===== config.mk =====
export PLATFORM = sky130hd
export DESIGN_NAME = psram_host
export DESIGN_NICKNAME = d
export VERILOG_FILES = /design/src/pkg/psram_host_pkg.sv /design/src/design/psram_host.sv /design/src/design/psram_cycle_counter.sv
export SDC_FILE = /design/constraint.sdc
export NUM_CORES = 1
export LEC_CHECK = 0
export BUFFER_PORTS_ARGS = -buffer_cell sky130_fd_sc_hd__buf_2
export CORE_ASPECT_RATIO = 0.5
export CORE_MARGIN = 1.5
export CORE_UTILIZATION = 51
export CTS_CLUSTER_DIAMETER = 200
export CTS_CLUSTER_SIZE = 30
export DETAILED_ROUTE_END_ITERATION = 6
export HOLD_SLACK_MARGIN = 0.1
export PLACE_DENSITY = 0.87
export SETUP_SLACK_MARGIN = 0.15
export SLEW_MARGIN = 40
export SYNTH_ARGS = -nofsm -noshare
export SYNTH_HDL_FRONTEND = slang
export SYNTH_SLANG_ARGS = --single-unit

===== constraint.sdc =====
create_clock -name i_clk_sys -period 2.8 [get_ports i_clk_sys]
set_input_delay 0.28 -clock i_clk_sys [delete_from_list [all_inputs] [get_ports i_clk_sys]]
set_output_delay 0.28 -clock i_clk_sys [all_outputs]
set_load 0.01 [all_outputs]

===== src/pkg/psram_host_pkg.sv =====
// Package for the pseudo-static memory host controller
package psram_host_pkg;
  localparam int unsigned ADDR_W     = 17;
  localparam int unsigned DATA_W     = 16;
  localparam int unsigned CLK_NS     = 25;
  // Bus timing of the slow speed grade, in ns
  localparam int unsigned READ_CYCLE_NS   = 70;
  localparam int unsigned WRITE_PULSE_NS  = 55;
  localparam int unsigned DATA_SETUP_NS   = 25;
  localparam int unsigned BUS_TURN_NS     = 25;
  localparam int unsigned ADDR_SKEW_NS    = 10;
  // Least times round up to whole cycles
  localparam int unsigned READ_CYC  = (READ_CYCLE_NS + CLK_NS - 1) / CLK_NS;
  localparam int unsigned WRITE_CYC = (WRITE_PULSE_NS + CLK_NS - 1) / CLK_NS;
  localparam int unsigned TURN_CYC  = (BUS_TURN_NS + CLK_NS - 1) / CLK_NS;
  localparam int unsigned CNT_W     = 4;
  localparam logic [CNT_W-1:0] READ_CNT  = CNT_W'(READ_CYC);
  localparam logic [CNT_W-1:0] WRITE_CNT = CNT_W'(WRITE_CYC);
  localparam logic [CNT_W-1:0] TURN_CNT  = CNT_W'(TURN_CYC);
  localparam logic [CNT_W-1:0] CNT_ZERO  = 4'h0;
  localparam logic [CNT_W-1:0] CNT_ONE   = 4'h1;

  // Pin strobes toward the memory
  typedef struct packed {
    logic chip_select_low_active;
    logic chip_select_high_active;
    logic write_strobe_n;
    logic output_drive_n;
    logic upper_byte_strobe_n;
    logic lower_byte_strobe_n;
  } strobe_t;

  localparam strobe_t STROBE_IDLE = 6'h3f & ~6'h10;

  // User request
  typedef struct packed {
    logic              write;
    logic [1:0]        lanes;
    logic [ADDR_W-1:0] addr;
    logic [DATA_W-1:0] wdata;
  } request_t;

  typedef enum logic [2:0] {
    ST_IDLE  = 3'b000,
    ST_READ  = 3'b001,
    ST_TURN  = 3'b010,
    ST_WSET  = 3'b011,
    ST_WRITE = 3'b100,
    ST_WEND  = 3'b101
  } state_t;
endpackage


===== src/design/psram_host.sv =====
// Host controller that drives an asynchronous pseudo-static memory
`timescale 1ns/100ps
module psram_host (
  // Clock, reset, enable
  input  wire logic                             i_clk_sys,
  input  wire logic                             i_rst,
  input  wire logic                             i_ce,
  // User request
  input  wire logic                             i_req_valid,
  output logic                                  o_req_ready,
  input  wire psram_host_pkg::request_t         i_req,
  // User read answer
  output logic                                  o_rdata_valid,
  output logic [psram_host_pkg::DATA_W-1:0]     o_rdata,
  // Memory pins
  output logic [psram_host_pkg::ADDR_W-1:0]     o_mem_addr,
  output psram_host_pkg::strobe_t               o_mem_strobe,
  input  wire logic [psram_host_pkg::DATA_W-1:0] i_mem_data,
  output logic [psram_host_pkg::DATA_W-1:0]     o_mem_data,
  output logic                                  o_mem_data_oe_n
);
  psram_host_pkg::state_t   state;
  psram_host_pkg::state_t   next_state;
  psram_host_pkg::request_t req;
  psram_host_pkg::strobe_t  next_strobe;
  logic                     phase_done;
  logic                     load;
  logic [psram_host_pkg::CNT_W-1:0] load_value;
  logic                     take;
  logic [1:0]               lane_use;

  //////////////////////////////////////////////////////////////////////////
  // Request acceptance and phase timing
  assign o_req_ready = (state == psram_host_pkg::ST_IDLE) && i_ce;
  assign take        = o_req_ready && i_req_valid;

  psram_cycle_counter u_timer (
    .i_clk_sys (i_clk_sys),
    .i_rst     (i_rst),
    .i_ce      (i_ce),
    .i_load    (load),
    .i_value   (load_value),
    .o_done    (phase_done)
  );

  //////////////////////////////////////////////////////////////////////////
  // Next state and counter load
  always_comb begin
    next_state = state;
    load       = 1'b0;
    load_value = psram_host_pkg::READ_CNT;
    case (state)
      psram_host_pkg::ST_IDLE: begin
        if (take && i_req.write) begin
          next_state = psram_host_pkg::ST_TURN;
          load       = 1'b1;
          load_value = psram_host_pkg::TURN_CNT;
        end else if (take) begin
          next_state = psram_host_pkg::ST_READ;
          load       = 1'b1;
        end
      end
      psram_host_pkg::ST_READ: begin
        if (phase_done) next_state = psram_host_pkg::ST_IDLE;
      end
      psram_host_pkg::ST_TURN: begin
        if (phase_done) next_state = psram_host_pkg::ST_WSET;
      end
      psram_host_pkg::ST_WSET: begin
        next_state = psram_host_pkg::ST_WRITE;
        load       = 1'b1;
        load_value = psram_host_pkg::WRITE_CNT;
      end
      psram_host_pkg::ST_WRITE: begin
        if (phase_done) next_state = psram_host_pkg::ST_WEND;
      end
      psram_host_pkg::ST_WEND: next_state = psram_host_pkg::ST_IDLE;
      default: next_state = psram_host_pkg::ST_IDLE;
    endcase
  end

  //////////////////////////////////////////////////////////////////////////
  // Pin strobes for the next state; idle deselects the part
  always_comb begin
    next_strobe = psram_host_pkg::STROBE_IDLE;
    case (next_state)
      psram_host_pkg::ST_READ: begin
        next_strobe.chip_select_low_active  = 1'b0;
        next_strobe.chip_select_high_active = 1'b1;
        next_strobe.output_drive_n          = 1'b0;
        next_strobe.upper_byte_strobe_n     = ~lane_use[1];
        next_strobe.lower_byte_strobe_n     = ~lane_use[0];
      end
      psram_host_pkg::ST_TURN, psram_host_pkg::ST_WSET,
      psram_host_pkg::ST_WEND: begin
        // Selected, lanes set, write strobe high: no write under way
        next_strobe.chip_select_low_active  = 1'b0;
        next_strobe.chip_select_high_active = 1'b1;
        next_strobe.upper_byte_strobe_n     = ~lane_use[1];
        next_strobe.lower_byte_strobe_n     = ~lane_use[0];
      end
      psram_host_pkg::ST_WRITE: begin
        next_strobe.chip_select_low_active  = 1'b0;
        next_strobe.chip_select_high_active = 1'b1;
        // No lane asked for: write strobe stays high, nothing is stored
        next_strobe.write_strobe_n          = ~|lane_use;
        next_strobe.upper_byte_strobe_n     = ~lane_use[1];
        next_strobe.lower_byte_strobe_n     = ~lane_use[0];
      end
      default: next_strobe = psram_host_pkg::STROBE_IDLE;
    endcase
  end

  // Lanes come from the new request while idle, the held one after
  assign lane_use = (state == psram_host_pkg::ST_IDLE) ? i_req.lanes
                                                        : req.lanes;

  //////////////////////////////////////////////////////////////////////////
  // State, request hold and pins; address changes only while idle
  always_ff @(posedge i_clk_sys) begin
    if (i_rst) begin
      state           <= psram_host_pkg::ST_IDLE;
      req             <= '0;
      o_mem_addr      <= '0;
      o_mem_strobe    <= psram_host_pkg::STROBE_IDLE;
      o_mem_data      <= '0;
      o_mem_data_oe_n <= 1'b1;
    end else if (i_ce) begin
      state        <= next_state;
      o_mem_strobe <= next_strobe;
      if (take) begin
        req        <= i_req;
        o_mem_addr <= i_req.addr;
        o_mem_data <= i_req.wdata;
      end
      // Drive data only once output strobe has been high a full turn
      o_mem_data_oe_n <= !(next_state == psram_host_pkg::ST_WSET ||
                           next_state == psram_host_pkg::ST_WRITE ||
                           next_state == psram_host_pkg::ST_WEND);
    end
  end

  //////////////////////////////////////////////////////////////////////////
  // Read data captured at the end of the read cycle
  always_ff @(posedge i_clk_sys) begin
    if (i_rst) begin
      o_rdata       <= '0;
      o_rdata_valid <= 1'b0;
    end else if (i_ce) begin
      o_rdata_valid <= 1'b0;
      if (state == psram_host_pkg::ST_READ && phase_done) begin
        o_rdata       <= i_mem_data;
        o_rdata_valid <= 1'b1;
      end
    end
  end
endmodule


===== src/design/psram_cycle_counter.sv =====
// Down counter that times one bus phase
`timescale 1ns/100ps
module psram_cycle_counter (
  // Clock and control
  input  wire logic                            i_clk_sys,
  input  wire logic                            i_rst,
  input  wire logic                            i_ce,
  input  wire logic                            i_load,
  input  wire logic [psram_host_pkg::CNT_W-1:0] i_value,
  // Status
  output logic                                 o_done
);
  logic [psram_host_pkg::CNT_W-1:0] count;

  // Load wins over counting
  always_ff @(posedge i_clk_sys) begin
    if (i_rst) begin
      count <= psram_host_pkg::CNT_ZERO;
    end else if (i_ce) begin
      if (i_load) begin
        count <= i_value;
      end else if (count != psram_host_pkg::CNT_ZERO) begin
        count <= count - psram_host_pkg::CNT_ONE;
      end
    end
  end

  assign o_done = (count <= psram_host_pkg::CNT_ONE) && !i_load;
endmodule


==> summary.md, run 1 <==
| Metric | Value |
|---|---|
| Status | `completed` |
| Final Instance Area | `3458 um2` |
| WL per Instance | `12.89 um` |
| Clk Latency, worst-skew pair | `0.33 ns` |
| Via density | `5.122` |
| R2r endpoint | `o_mem_data[9]` |
| Reg-to-Reg Start | `state[1]` |
| Die area | `5726 um2` |
| Adder-cell share of the synthesized area | `1.401%` |
| Filler cells | `399` |
| Mean Syn Cell Area | `8.673 um2` |
| Most frequently used flop master after synthesis | `dfxtp_1` |
| Hold Crit Endpoint | `o_mem_data[6]` |
| Async S/R FF share, synth | `0%` |
| Max_cap viols | `0` |
| Fin. Hold Viols | `0` |
| Clock Skew | `0.006164 ns` |
| Crit path max-delay family | `simple AND/OR/NAND/NOR gates` |
| GPL Wtd Cong | `0.7495` |
| Setup TNS | `0 ns` |
| Hold depth | `3` |
| Vias in the first global route | `2170` |
| Buffers & Inverters on Critical Path | `1` |
| Number of flops mapped to enable cells by yosys | `0` |
| GRT Overall Usage | `21.82%` |
| Post-synthesis simple-gate area fraction | `21.43%` |
| Dpl hpwl | `4.379 mm` |
| Antenna Cells | `0` |
| Peak VDD IR | `0.3321 mV` |
| Delay of the slowest critical-path stage | `0.50 ns` |
| Worst Reg2Reg Path Length in Cells | `5` |
| Iter 0 DRT Violations | `87` |
| Resize count post-CTS | `0` |
| Critical path launch point type | `flip-flop` |
| Die span in x | `105.5 um` |
| Synthesized instance count | `309` |
| Total iterations of the first detailed-routing run | `4` |
| Clock-pin transition on the worst setup and hold timing paths | `0.07 ns` |
| Setup bufs post-CTS | `0` |
| Post-synthesis compound-gate area fraction | `15.36%` |
| Clk root buf | `clkbuf_8` |
| Die H | `54.26 um` |
| CP required | `3.06 ns` |
| Critical path type | `reg -> reg` |
| Buffers on Ports | `113` |
| H-tree lvl count | `3` |
| Layout area overhead | `29.04%` |
| Pin count of the biggest net entering global routing | `36` |
| GRT overflow | `0` |
| Post-Synth XOR/XNOR Area | `0.3268%` |
| Total Wirelength | `6.343 mm` |
| Initial Utilization | `53.60%` |
| Seq/Total Area, Yosys | `49.30%` |
| Pins Over Slew Limit | `0` |
| Max clock buf depth | `2` |
| CP Cell Sequence | `nor3_4 -> and3_1 -> buf_4 -> nand2_1 -> a21oi_1` |
| Global-route wire length before repair | `9.570 mm` |
| Post-synthesis net count | `368` |
| Inserted Clock Buffers | `9` |
| Top Ports | `114` |
| CTS Hold Bufs | `0` |
| DR vias | `2520` |
| Post-synthesis sequential element count | `66` |
| Reg2reg setup slack | `0.83 ns` |
| Synthesis Warnings | `0` |
| Antenna violations before repair | `0` |
| DRC | `0` |
| CP Capture Type | `flip-flop` |
| RSZ-0062 raised after global routing | `no` |
| Num rows | `18` |
| Dpl cell area | `3264 um2` |
| Crit path DAT | `2.23 ns` |
| Sink Count | `66` |
| Core footprint | `5000 um2` |
| Crit Path Max Fanout | `25` |
| Mux cell area share after synthesis | `7.190%` |
| Layout Utilization | `69.17%` |
| Critical-path top delay cell | `dfxtp_1` |
| Share of cells above drive strength 1 | `33.89%` |
| Yosys cell types | `48` |
| Pwr dens | `616.1 nW/um2` |
| Type of the tightest min-delay check | `in -> reg` |
| Tightest Pin Transition | `0.6163 ns` |
| LEAKAGE | `0.001527 uW` |
| Max Freq | `507.3 MHz` |
| Post-route minimum period | `1.971 ns` |
| Final nets | `476` |
| Final setup vio count | `0` |
| Syn Std Cell Area | `2680 um2` |
| Period utilization | `70.40%` |
| Largest family of logic cells by synthesized area | `simple AND/OR/NAND/NOR gates` |
| Post-DRT Antenna Nets | `0` |
| Clock tree from TritonCTS | `done` |
| Slew HR | `58.86%` |
| HP Start | `i_req[6]` |
Yosys cell counts, drive strengths merged, types with 2 or more instances:
cell     n  area share [%]
clkbuf  10             1.4
nor4     2            0.70
buf     11             2.9
o211ai   2            0.56
and2     2            0.47
or2      2            0.56
o21ai    5            0.93
a22oi    2            0.56
nand2   71             9.9
a31oi    3            0.70
ha       3             1.4
a21oi   41             7.7
mux2i   17             6.3
nand3b   3            0.84
dfxtp   66              49
nor3     7             1.7
o31ai    2            0.75
nor2b    2            0.47
nor2    33             4.6
nand2b   2            0.47
inv      4            0.56
mux2     2            0.84
placed cells by master (no fill, tap or decap), types with 3 or more instances in the layout:
cell type  synthesis  layout
clkbuf_8           0       9
o21ai_0            4       4
clkinv_2           0       3
nor2_1            33      33
a31oi_1            3       3
dfxtp_1           66      66
inv_1              4       4
nor3_1             6       6
buf_2              7     113
mux2i_1           17      17
a21oi_1           41      41
nand2_1           71      71
buf_4              1       5
ha_1               3       3
nand3b_1           3       3
report_power, final:
part           internal, uW  total, uW  switching [uW]
clock                   409        766             357
combinational           148        338             190
sequential              988       1030            38.7
total                  1550       2130             586
worst max path at each step:
stage	cells past startpoint	from	end	slack, ns
2_1_floorplan	8	u_timer.count[1]	o_rdata[7]	1.24
3_3_place_gp	5	state[0]	o_mem_addr[0]	0.93
3_5_place_dp	5	state[1]	o_mem_data[9]	0.85
4_1_cts	5	state[1]	o_mem_data[9]	0.84
5_1_grt	5	state[1]	o_mem_data[9]	0.67
6_report	5	state[1]	o_mem_data[9]	0.83
cell type report:
cell class                      instances  area, um2  share of cell area, %
Inverter                                5      18.77                 0.5427
Timing Repair Buffer                  118      603.1                  17.44
Clock buffer                            9      123.9                  3.582
Tap cell                               70      87.58                  2.533
Clock inverter                          7      70.07                  2.026
Multi-Input combinational cell        217       1234                  35.67
Sequential cell                        66       1321                  38.21
flip-flops by register name (all words and copies together), names as in the netlist:
signal	cells
o_mem_data	16
o_rdata_valid	1
o_mem_addr	17
o_rdata	16
o_mem_data_oe_n	1
req	2
state	3
u_timer.count	4
o_mem_strobe	6
per-stage QoR:
step / setup WS [ns] / hold WS [ns] / instances / total power [uW]
global route: 0.6686 / 0.1709 / 492 / 2234
CTS: 0.8444 / 0.1639 / 492 / 2144
floorplan: 1.242 / 0.4160 / 309 / 1264
finish: 0.8287 / 0.1771 / 492 / 2131
global placement: 0.9344 / 0.4391 / 476 / 1374
detailed placement: 0.8451 / 0.4442 / 476 / 1382
tightest hold or removal path, delay by kind of cell:
family,cells,cell delay [ns]
buffers and inverters,1,0.09
AO/OA/AOI/OAI,1,0.05
AND/OR/NAND/NOR,1,0.04
cells by family (layout without fill, tap and decap cells):
kind of cell	Yosys count	in the layout
and+or+nand+nor	128	128
AOI/OAI and AO/OA	66	66
DFF	66	66
buffers and inverters	26	139
muxes	19	19
adders and majority gates	3	3
xor gates and xnor gates	1	1
routing by layer:
layer  routed length, um  up-vias  global-route usage (%)
met5                   0        -                       0
met4                  70        0                   9.234
met3                 385        9                   6.310
met2                3254       89                   39.54
met1                2632     1159                   25.37
li1                    -     1263                       -
(Power assumes the default switching activity.)
==> run 2: changes to the inputs <==
--- a/config.mk
+++ b/config.mk
@@ -8,12 +8,12 @@
 export BUFFER_PORTS_ARGS = -buffer_cell sky130_fd_sc_hd__buf_2
 export CORE_ASPECT_RATIO = 0.5
 export CORE_MARGIN = 1.5
-export CORE_UTILIZATION = 51
+export CORE_UTILIZATION = 43
 export CTS_CLUSTER_DIAMETER = 200
 export CTS_CLUSTER_SIZE = 30
 export DETAILED_ROUTE_END_ITERATION = 6
 export HOLD_SLACK_MARGIN = 0.1
-export PLACE_DENSITY = 0.87
+export PLACE_DENSITY = 0.78
 export SETUP_SLACK_MARGIN = 0.15
 export SLEW_MARGIN = 40
 export SYNTH_ARGS = -nofsm -noshare
==> constraint.sdc (replaced) <==
create_clock -name i_clk_sys -period 1.7 [get_ports i_clk_sys]
set_input_delay 0.17 -clock i_clk_sys [delete_from_list [all_inputs] [get_ports i_clk_sys]]
set_output_delay 0.17 -clock i_clk_sys [all_outputs]
set_load 0.01 [all_outputs]
==> summary.md, run 2 (synthesis results as in run 1) <==
| Metric | Value |
|---|---|
| Iter 0 DRT Violations | `175 (was 87)` |
| Peak VDD IR | `0.6623 mV (was 0.3321 mV)` |
| Buffers on Ports | `113 (unchanged)` |
| Delay of the slowest critical-path stage | `0.34 ns (was 0.50 ns)` |
| Status | `completed (unchanged)` |
| CP Cell Sequence | `inv_1 -> ha_2 -> nor2_4 -> nor4_4 -> buf_12 -> mux2i_1 -> nor2_1 (was nor3_4 -> and3_1 -> buf_4 -> nand2_1 -> a21oi_1)` |
| Critical path launch point type | `flip-flop (unchanged)` |
| Pre-CTS setup slack | `0.07266 ns (was 0.8451 ns)` |
| Critical-path top delay cell | `dfxtp_1 (unchanged)` |
| GRT overflow | `0 (unchanged)` |
| Post-DRT Antenna Nets | `0 (unchanged)` |
| Global-route wire length before repair | `11.97 mm (was 9.570 mm)` |
| Crit path DAT | `1.79 ns (was 2.23 ns)` |
| Share of cells above drive strength 1 | `33.06% (was 33.89%)` |
| Type of the tightest min-delay check | `in -> reg (unchanged)` |
| Max_cap viols | `0 (unchanged)` |
| Top Ports | `114 (unchanged)` |
| WL per Instance | `13.40 um (was 12.89 um)` |
| DR vias | `2782 (was 2520)` |
| Max reg flops | `17 (unchanged)` |
| Crit Path Max Fanout | `17 (was 25)` |
| Setup TNS | `0 ns (unchanged)` |
| Max Freq | `620.8 MHz (was 507.3 MHz)` |
| Clock Skew | `0.004779 ns (was 0.006164 ns)` |
| Final worst slack | `0.08908 ns (was 0.8287 ns)` |
| Num rows | `20 (was 18)` |
| Total iterations of the first detailed-routing run | `4 (unchanged)` |
| Die span in x | `114.7 um (was 105.5 um)` |
| Final nets | `538 (was 476)` |
| Tightest Pin Transition | `0.5730 ns (was 0.6163 ns)` |
| H-tree lvl count | `3 (unchanged)` |
| CP Capture Type | `flip-flop (unchanged)` |
| GPL Wtd Cong | `0.7675 (was 0.7495)` |
| GRT Overall Usage | `22.97% (was 21.82%)` |
| RSZ-0062 raised after global routing | `yes (was no)` |
| Largest reg by FF count | `o_mem_addr (unchanged)` |
| Layout area overhead | `57.70% (was 29.04%)` |
| Antenna violations before repair | `0 (unchanged)` |
| Via density | `4.864 (was 5.122)` |
| Clock-pin transition on the worst setup and hold timing paths | `0.05 ns (was 0.07 ns)` |
| Clk Latency, worst-skew pair | `0.32 ns (was 0.33 ns)` |
| LEAKAGE | `0.001856 uW (was 0.001527 uW)` |
| Vias in the first global route | `2561 (was 2170)` |
| Inserted Clock Buffers | `9 (unchanged)` |
| Pin count of the biggest net entering global routing | `33 (was 36)` |
| Initial Utilization | `44.44% (was 53.60%)` |
| DRC | `0 (unchanged)` |
| Largest regs | `o_mem_addr: 17 flops, o_mem_data: 16 flops, o_rdata: 16 flops (unchanged)` |
| Pins Over Slew Limit | `0 (unchanged)` |
| Die area | `6744 um2 (was 5726 um2)` |
| Most frequent cells in the layout | `113 x buf_2, 71 x nand2_1, 64 x dfxtp_1 (was 113 x buf_2, 71 x nand2_1, 66 x dfxtp_1)` |
| Most common cell after layout, fill and taps aside | `buf_2 (unchanged)` |
| CP required | `1.88 ns (was 3.06 ns)` |
| Total Wirelength | `7.665 mm (was 6.343 mm)` |
| Critical path type | `reg -> reg (unchanged)` |
| Sink Count | `66 (unchanged)` |
| Die H | `58.83 um (was 54.26 um)` |
| Antenna Cells | `0 (unchanged)` |
| Max clock buf depth | `2 (unchanged)` |
| Buffers & Inverters on Critical Path | `2 (was 1)` |
| Filler cells | `455 (was 399)` |
| Clock tree from TritonCTS | `done (unchanged)` |
| Fin. Hold Viols | `0 (unchanged)` |
| Clk root buf | `clkbuf_16 (was clkbuf_8)` |
| Pwr dens | `1003 nW/um2 (was 616.1 nW/um2)` |
| Slew HR | `61.80% (was 58.86%)` |
| Period utilization | `94.76% (was 70.40%)` |
| Power Total | `4239 uW (was 2131 uW)` |
| Crit path max-delay family | `simple AND/OR/NAND/NOR gates (unchanged)` |
| Core footprint | `6031 um2 (was 5000 um2)` |
| Dpl hpwl | `4.498 mm (was 4.379 mm)` |
| Final setup vio count | `0 (unchanged)` |
| Post-route minimum period | `1.611 ns (was 1.971 ns)` |
-- run 2: cell types whose count changed in the layout (fill, tap and decap cells not counted), sizes merged --
cell	delta
buf	+14
dlygate4sd3	+48
clkbuf	+5
clkinvlp	-1
clkinv	-4
-- run 2: power breakdown --
| group | switching, uW | internal [uW] | total, uW | leakage, uW |
|---|---|---|---|---|
| registers | 58.5 | 1630 | 1690 | 0.000538 |
| clock network | 614 | 1210 | 1830 | 0.000147 |
| logic | 359 | 362 | 721 | 0.00117 |
-- run 2: per-stage QoR --
stage               instance area, um2  hold WS, ns  instances  utilization, %
floorplan                         2683       0.3060        309               -
detailed placement                3432       0.4136        508           56.91
CTS                               4207       0.1002        571           69.75
global route                      4227       0.1317        572           70.08
global placement                  3432       0.4040        508           56.91
finish                            4227       0.1148        572           70.08
-- run 2: what timing repair did --
action                                  4_1_cts  5_1_grt
gates resized for setup                       3        3
endpoints found under the hold margin        47        1
endpoints found under the setup margin       59       42
pin swaps                                     1        0
setup buffers                                 0        0
hold buffers                                 47        1
-- run 2: cell type report --
cell class / instances / area [um2] / area share (%)
flip-flops and latches: 66 / 1324 / 31.32
multi-input cells: 217 / 1249 / 29.54
well taps: 88 / 110.1 / 2.605
repair buffers: 180 / 1226 / 29.01
clock buffers: 14 / 264.0 / 6.246
inverters: 5 / 18.77 / 0.4441
clock inverters: 2 / 35.03 / 0.8289
-- run 2: final timing paths --
check,startpoint,to,cells past startpoint,slack [ns]
worst max-delay path,u_timer.count[0],o_rdata[0],7,0.09
worst min-delay path,i_req[33],req[33],3,0.11
worst max register to register,u_timer.count[0],o_rdata[0],7,0.09
worst min register to register,o_mem_data[9],o_mem_data[9],2,0.45
-- run 2: worst reg2reg max path: stages, from the launching register on --
cell and delay, ns:
dfxtp_1 0.34, inv_1 0.09, ha_2 0.23, nor2_4 0.07, nor4_4 0.25, buf_12 0.21, mux2i_1 0.22, nor2_1 0.06
-- run 2: layer usage --
layer,vias to the layer above,global-route usage (%),wire length (um)
met1,1273,25.99,3119
met2,105,41.15,3964
met3,18,7.003,422
met5,-,0,0
li1,1386,-,-
met4,0,9.821,159
==> run 3: changes to the inputs <==
--- a/config.mk
+++ b/config.mk
@@ -8,14 +8,13 @@
 export BUFFER_PORTS_ARGS = -buffer_cell sky130_fd_sc_hd__buf_2
 export CORE_ASPECT_RATIO = 0.5
 export CORE_MARGIN = 1.5
-export CORE_UTILIZATION = 43
+export CORE_UTILIZATION = 44
+export CTS_BUF_LIST = sky130_fd_sc_hd__clkbuf_4 sky130_fd_sc_hd__clkbuf_8
 export CTS_CLUSTER_DIAMETER = 200
 export CTS_CLUSTER_SIZE = 30
 export DETAILED_ROUTE_END_ITERATION = 6
 export HOLD_SLACK_MARGIN = 0.1
-export PLACE_DENSITY = 0.78
-export SETUP_SLACK_MARGIN = 0.15
-export SLEW_MARGIN = 40
+export PLACE_DENSITY = 0.8
 export SYNTH_ARGS = -nofsm -noshare
 export SYNTH_HDL_FRONTEND = slang
 export SYNTH_SLANG_ARGS = --single-unit
==> summary.md, run 3 (synthesis results as in run 1) <==
| Metric | Value |
|---|---|
| Slew HR | `70.04% (was 61.80%)` |
| GRT overflow | `0 (unchanged)` |
| Most frequent cells in the layout | `113 x buf_2, 71 x nand2_1, 62 x dfxtp_1 (was 113 x buf_2, 71 x nand2_1, 64 x dfxtp_1)` |
| Crit path DAT | `1.89 ns (was 1.79 ns)` |
| Uppermost routed layer | `met4 (unchanged)` |
| Met2 wire len | `4.137 mm (was 3.964 mm)` |
| Total iterations of the first detailed-routing run | `4 (unchanged)` |
| Top Ports | `114 (unchanged)` |
| Num rows | `19 (was 20)` |
| Die area | `6596 um2 (was 6744 um2)` |
| Post-route minimum period | `1.650 ns (was 1.611 ns)` |
| Max clock buf depth | `2 (unchanged)` |
| Type of the tightest min-delay check | `in -> reg (unchanged)` |
| Clock tree from TritonCTS | `done (unchanged)` |
| Clock Skew | `0.01046 ns (was 0.004779 ns)` |
| Antenna Cells | `0 (unchanged)` |
| Final Instance Area | `4209 um2 (was 4227 um2)` |
| GPL Wtd Cong | `0.8302 (was 0.7675)` |
| Die span in x | `113.4 um (was 114.7 um)` |
| Setup TNS | `0 ns (unchanged)` |
| Reg-to-Reg Start | `u_timer.count[0] (unchanged)` |
| Via density | `5.116 (was 4.864)` |
| Pin count of the biggest net entering global routing | `36 (was 33)` |
| Pins Over Slew Limit | `0 (unchanged)` |
| Vias in the first global route | `2776 (was 2561)` |
| Clock-pin transition on the worst setup and hold timing paths | `0.07 ns (was 0.05 ns)` |
| R2r endpoint | `o_rdata[5] (was o_rdata[0])` |
| Layout area overhead | `57.05% (was 57.70%)` |
| Peak VDD IR | `0.5937 mV (was 0.6623 mV)` |
| Antenna violations before repair | `0 (unchanged)` |
| Clk Latency, worst-skew pair | `0.34 ns (was 0.32 ns)` |
| Critical path launch point type | `flip-flop (unchanged)` |
| Sink Count | `66 (unchanged)` |
| Hold depth | `3 (unchanged)` |
| Core footprint | `5682 um2 (was 6031 um2)` |
| Largest regs | `o_mem_addr: 17 flops, o_mem_data: 16 flops, o_rdata: 16 flops (unchanged)` |
| WL per Instance | `14.76 um (was 13.40 um)` |
| Buffers on Ports | `113 (unchanged)` |
| Placed insts | `491 (was 508)` |
| Max reg flops | `17 (unchanged)` |
| Status | `completed (unchanged)` |
| CP required | `1.94 ns (was 1.88 ns)` |
| GRT Overall Usage | `25.14% (was 22.97%)` |
| Share of cells above drive strength 1 | `35.17% (was 33.06%)` |
| Most common cell after layout, fill and taps aside | `buf_2 (unchanged)` |
| Final Non-Filler Cells | `562 (was 572)` |
| Period utilization | `97.08% (was 94.76%)` |
| Global-route wire length before repair | `12.70 mm (was 11.97 mm)` |
| Worst Reg2Reg Path Length in Cells | `8 (was 7)` |
| Pwr dens | `885.1 nW/um2 (was 1003 nW/um2)` |
| Routed met3 length | `529 um (was 422 um)` |
| Total Wirelength | `8.296 mm (was 7.665 mm)` |
| HP Start | `i_req[35] (was i_req[33])` |
| DRC | `0 (unchanged)` |
| Hold Slack | `0.1784 ns (was 0.1148 ns)` |
| Met1 wire length | `3.373 mm (was 3.119 mm)` |
| H-tree lvl count | `3 (unchanged)` |
| Max_cap viols | `0 (unchanged)` |
| Layout Utilization | `74.08% (was 70.08%)` |
| Filler cells | `391 (was 455)` |
| Dpl hpwl | `4.486 mm (was 4.498 mm)` |
| Inserted Clock Buffers | `9 (unchanged)` |
| CP Capture Type | `flip-flop (unchanged)` |
| Iter 0 DRT Violations | `133 (was 175)` |
| Largest reg by FF count | `o_mem_addr (unchanged)` |
| Reg2reg setup slack | `0.05 ns (was 0.09 ns)` |
| Dpl cell area | `3383 um2 (was 3432 um2)` |
| Final setup vio count | `0 (unchanged)` |
| Hold Crit Endpoint | `state[0] (was req[33])` |
| Initial Utilization | `47.17% (was 44.44%)` |
| DR vias | `2875 (was 2782)` |
| Critical path type | `reg -> reg (unchanged)` |
| Max Freq | `605.9 MHz (was 620.8 MHz)` |
| Final nets | `543 (was 538)` |
| Clk root buf | `clkbuf_8 (was clkbuf_16)` |
| Post-DRT Antenna Nets | `0 (unchanged)` |
| Die H | `58.19 um (was 58.83 um)` |
| Crit Path Max Fanout | `6 (was 17)` |
| Fin. Hold Viols | `0 (unchanged)` |
| LEAKAGE | `0.001848 uW (was 0.001856 uW)` |
| Tightest Pin Transition | `0.4494 ns (was 0.5730 ns)` |
-- run 3: worst max path at each step --
stage | startpoint | to | slack (ns) | depth (start not counted)
2_1_floorplan | u_timer.count[1] | o_rdata[7] | 0.14 | 8
3_3_place_gp | u_timer.count[0] | o_mem_strobe[0] | 0.07 | 6
3_5_place_dp | u_timer.count[0] | o_mem_strobe[0] | 0.009 | 6
4_1_cts | state[0] | o_mem_strobe[4] | 0.02 | 5
5_1_grt | u_timer.count[0] | o_rdata[12] | -0.03 | 8
6_report | u_timer.count[0] | o_rdata[5] | 0.05 | 8
-- run 3: metal layers --
| layer | up-vias | track usage (%) |
|---|---|---|
| met4 | 0 | 13.75 |
| met1 | 1336 | 26.61 |
| met5 | - | 0 |
| met3 | 24 | 8.159 |
| li1 | 1397 | - |
| met2 | 118 | 45.71 |
-- run 3: final cells by class --
type	count	area (um2)	area share (%)
clock buffer	15	187.7	4.459
clock inverter	1	7.507	0.1784
inverter	5	21.27	0.5054
multi-input combinational	217	1281	30.44
sequential	66	1329	31.57
tap	73	91.34	2.170
timing repair buffer	185	1291	30.68
-- run 3: where the power goes --
group	internal, uW	total [uW]	switching, uW
logic	387	762	375
clock network	699	1270	570
registers	1630	1690	62.2
total	2720	3730	1010
-- run 3: critical path, stage by stage, from the launching register on --
cell and delay (ns):
dfxtp_4 0.37, inv_2 0.08, ha_4 0.14, nor2_2 0.06
nor4_4 0.26, buf_4 0.19, clkbuf_16 0.15, mux2i_4 0.23
nor2_1 0.06
-- run 3: stage by stage --
step           worst slack [ns]  power (uW)
2_1_floorplan            0.1424        2081
3_3_place_gp            0.07037        2301
3_5_place_dp           0.008601        2311
4_1_cts                 0.02193        3669
5_1_grt                -0.02895        3892
6_report                0.04957        3725
-- run 3: repair_timing --
action | in CTS | in global routing
endpoints found under the setup margin | 2 | 33
gates cloned | 0 | 2
gates resized for setup | 1 | 16
hold endpoints to repair | 50 | 0
pin swaps | 0 | 1
buffers inserted | 0 | 3
hold buffers | 50 | 0
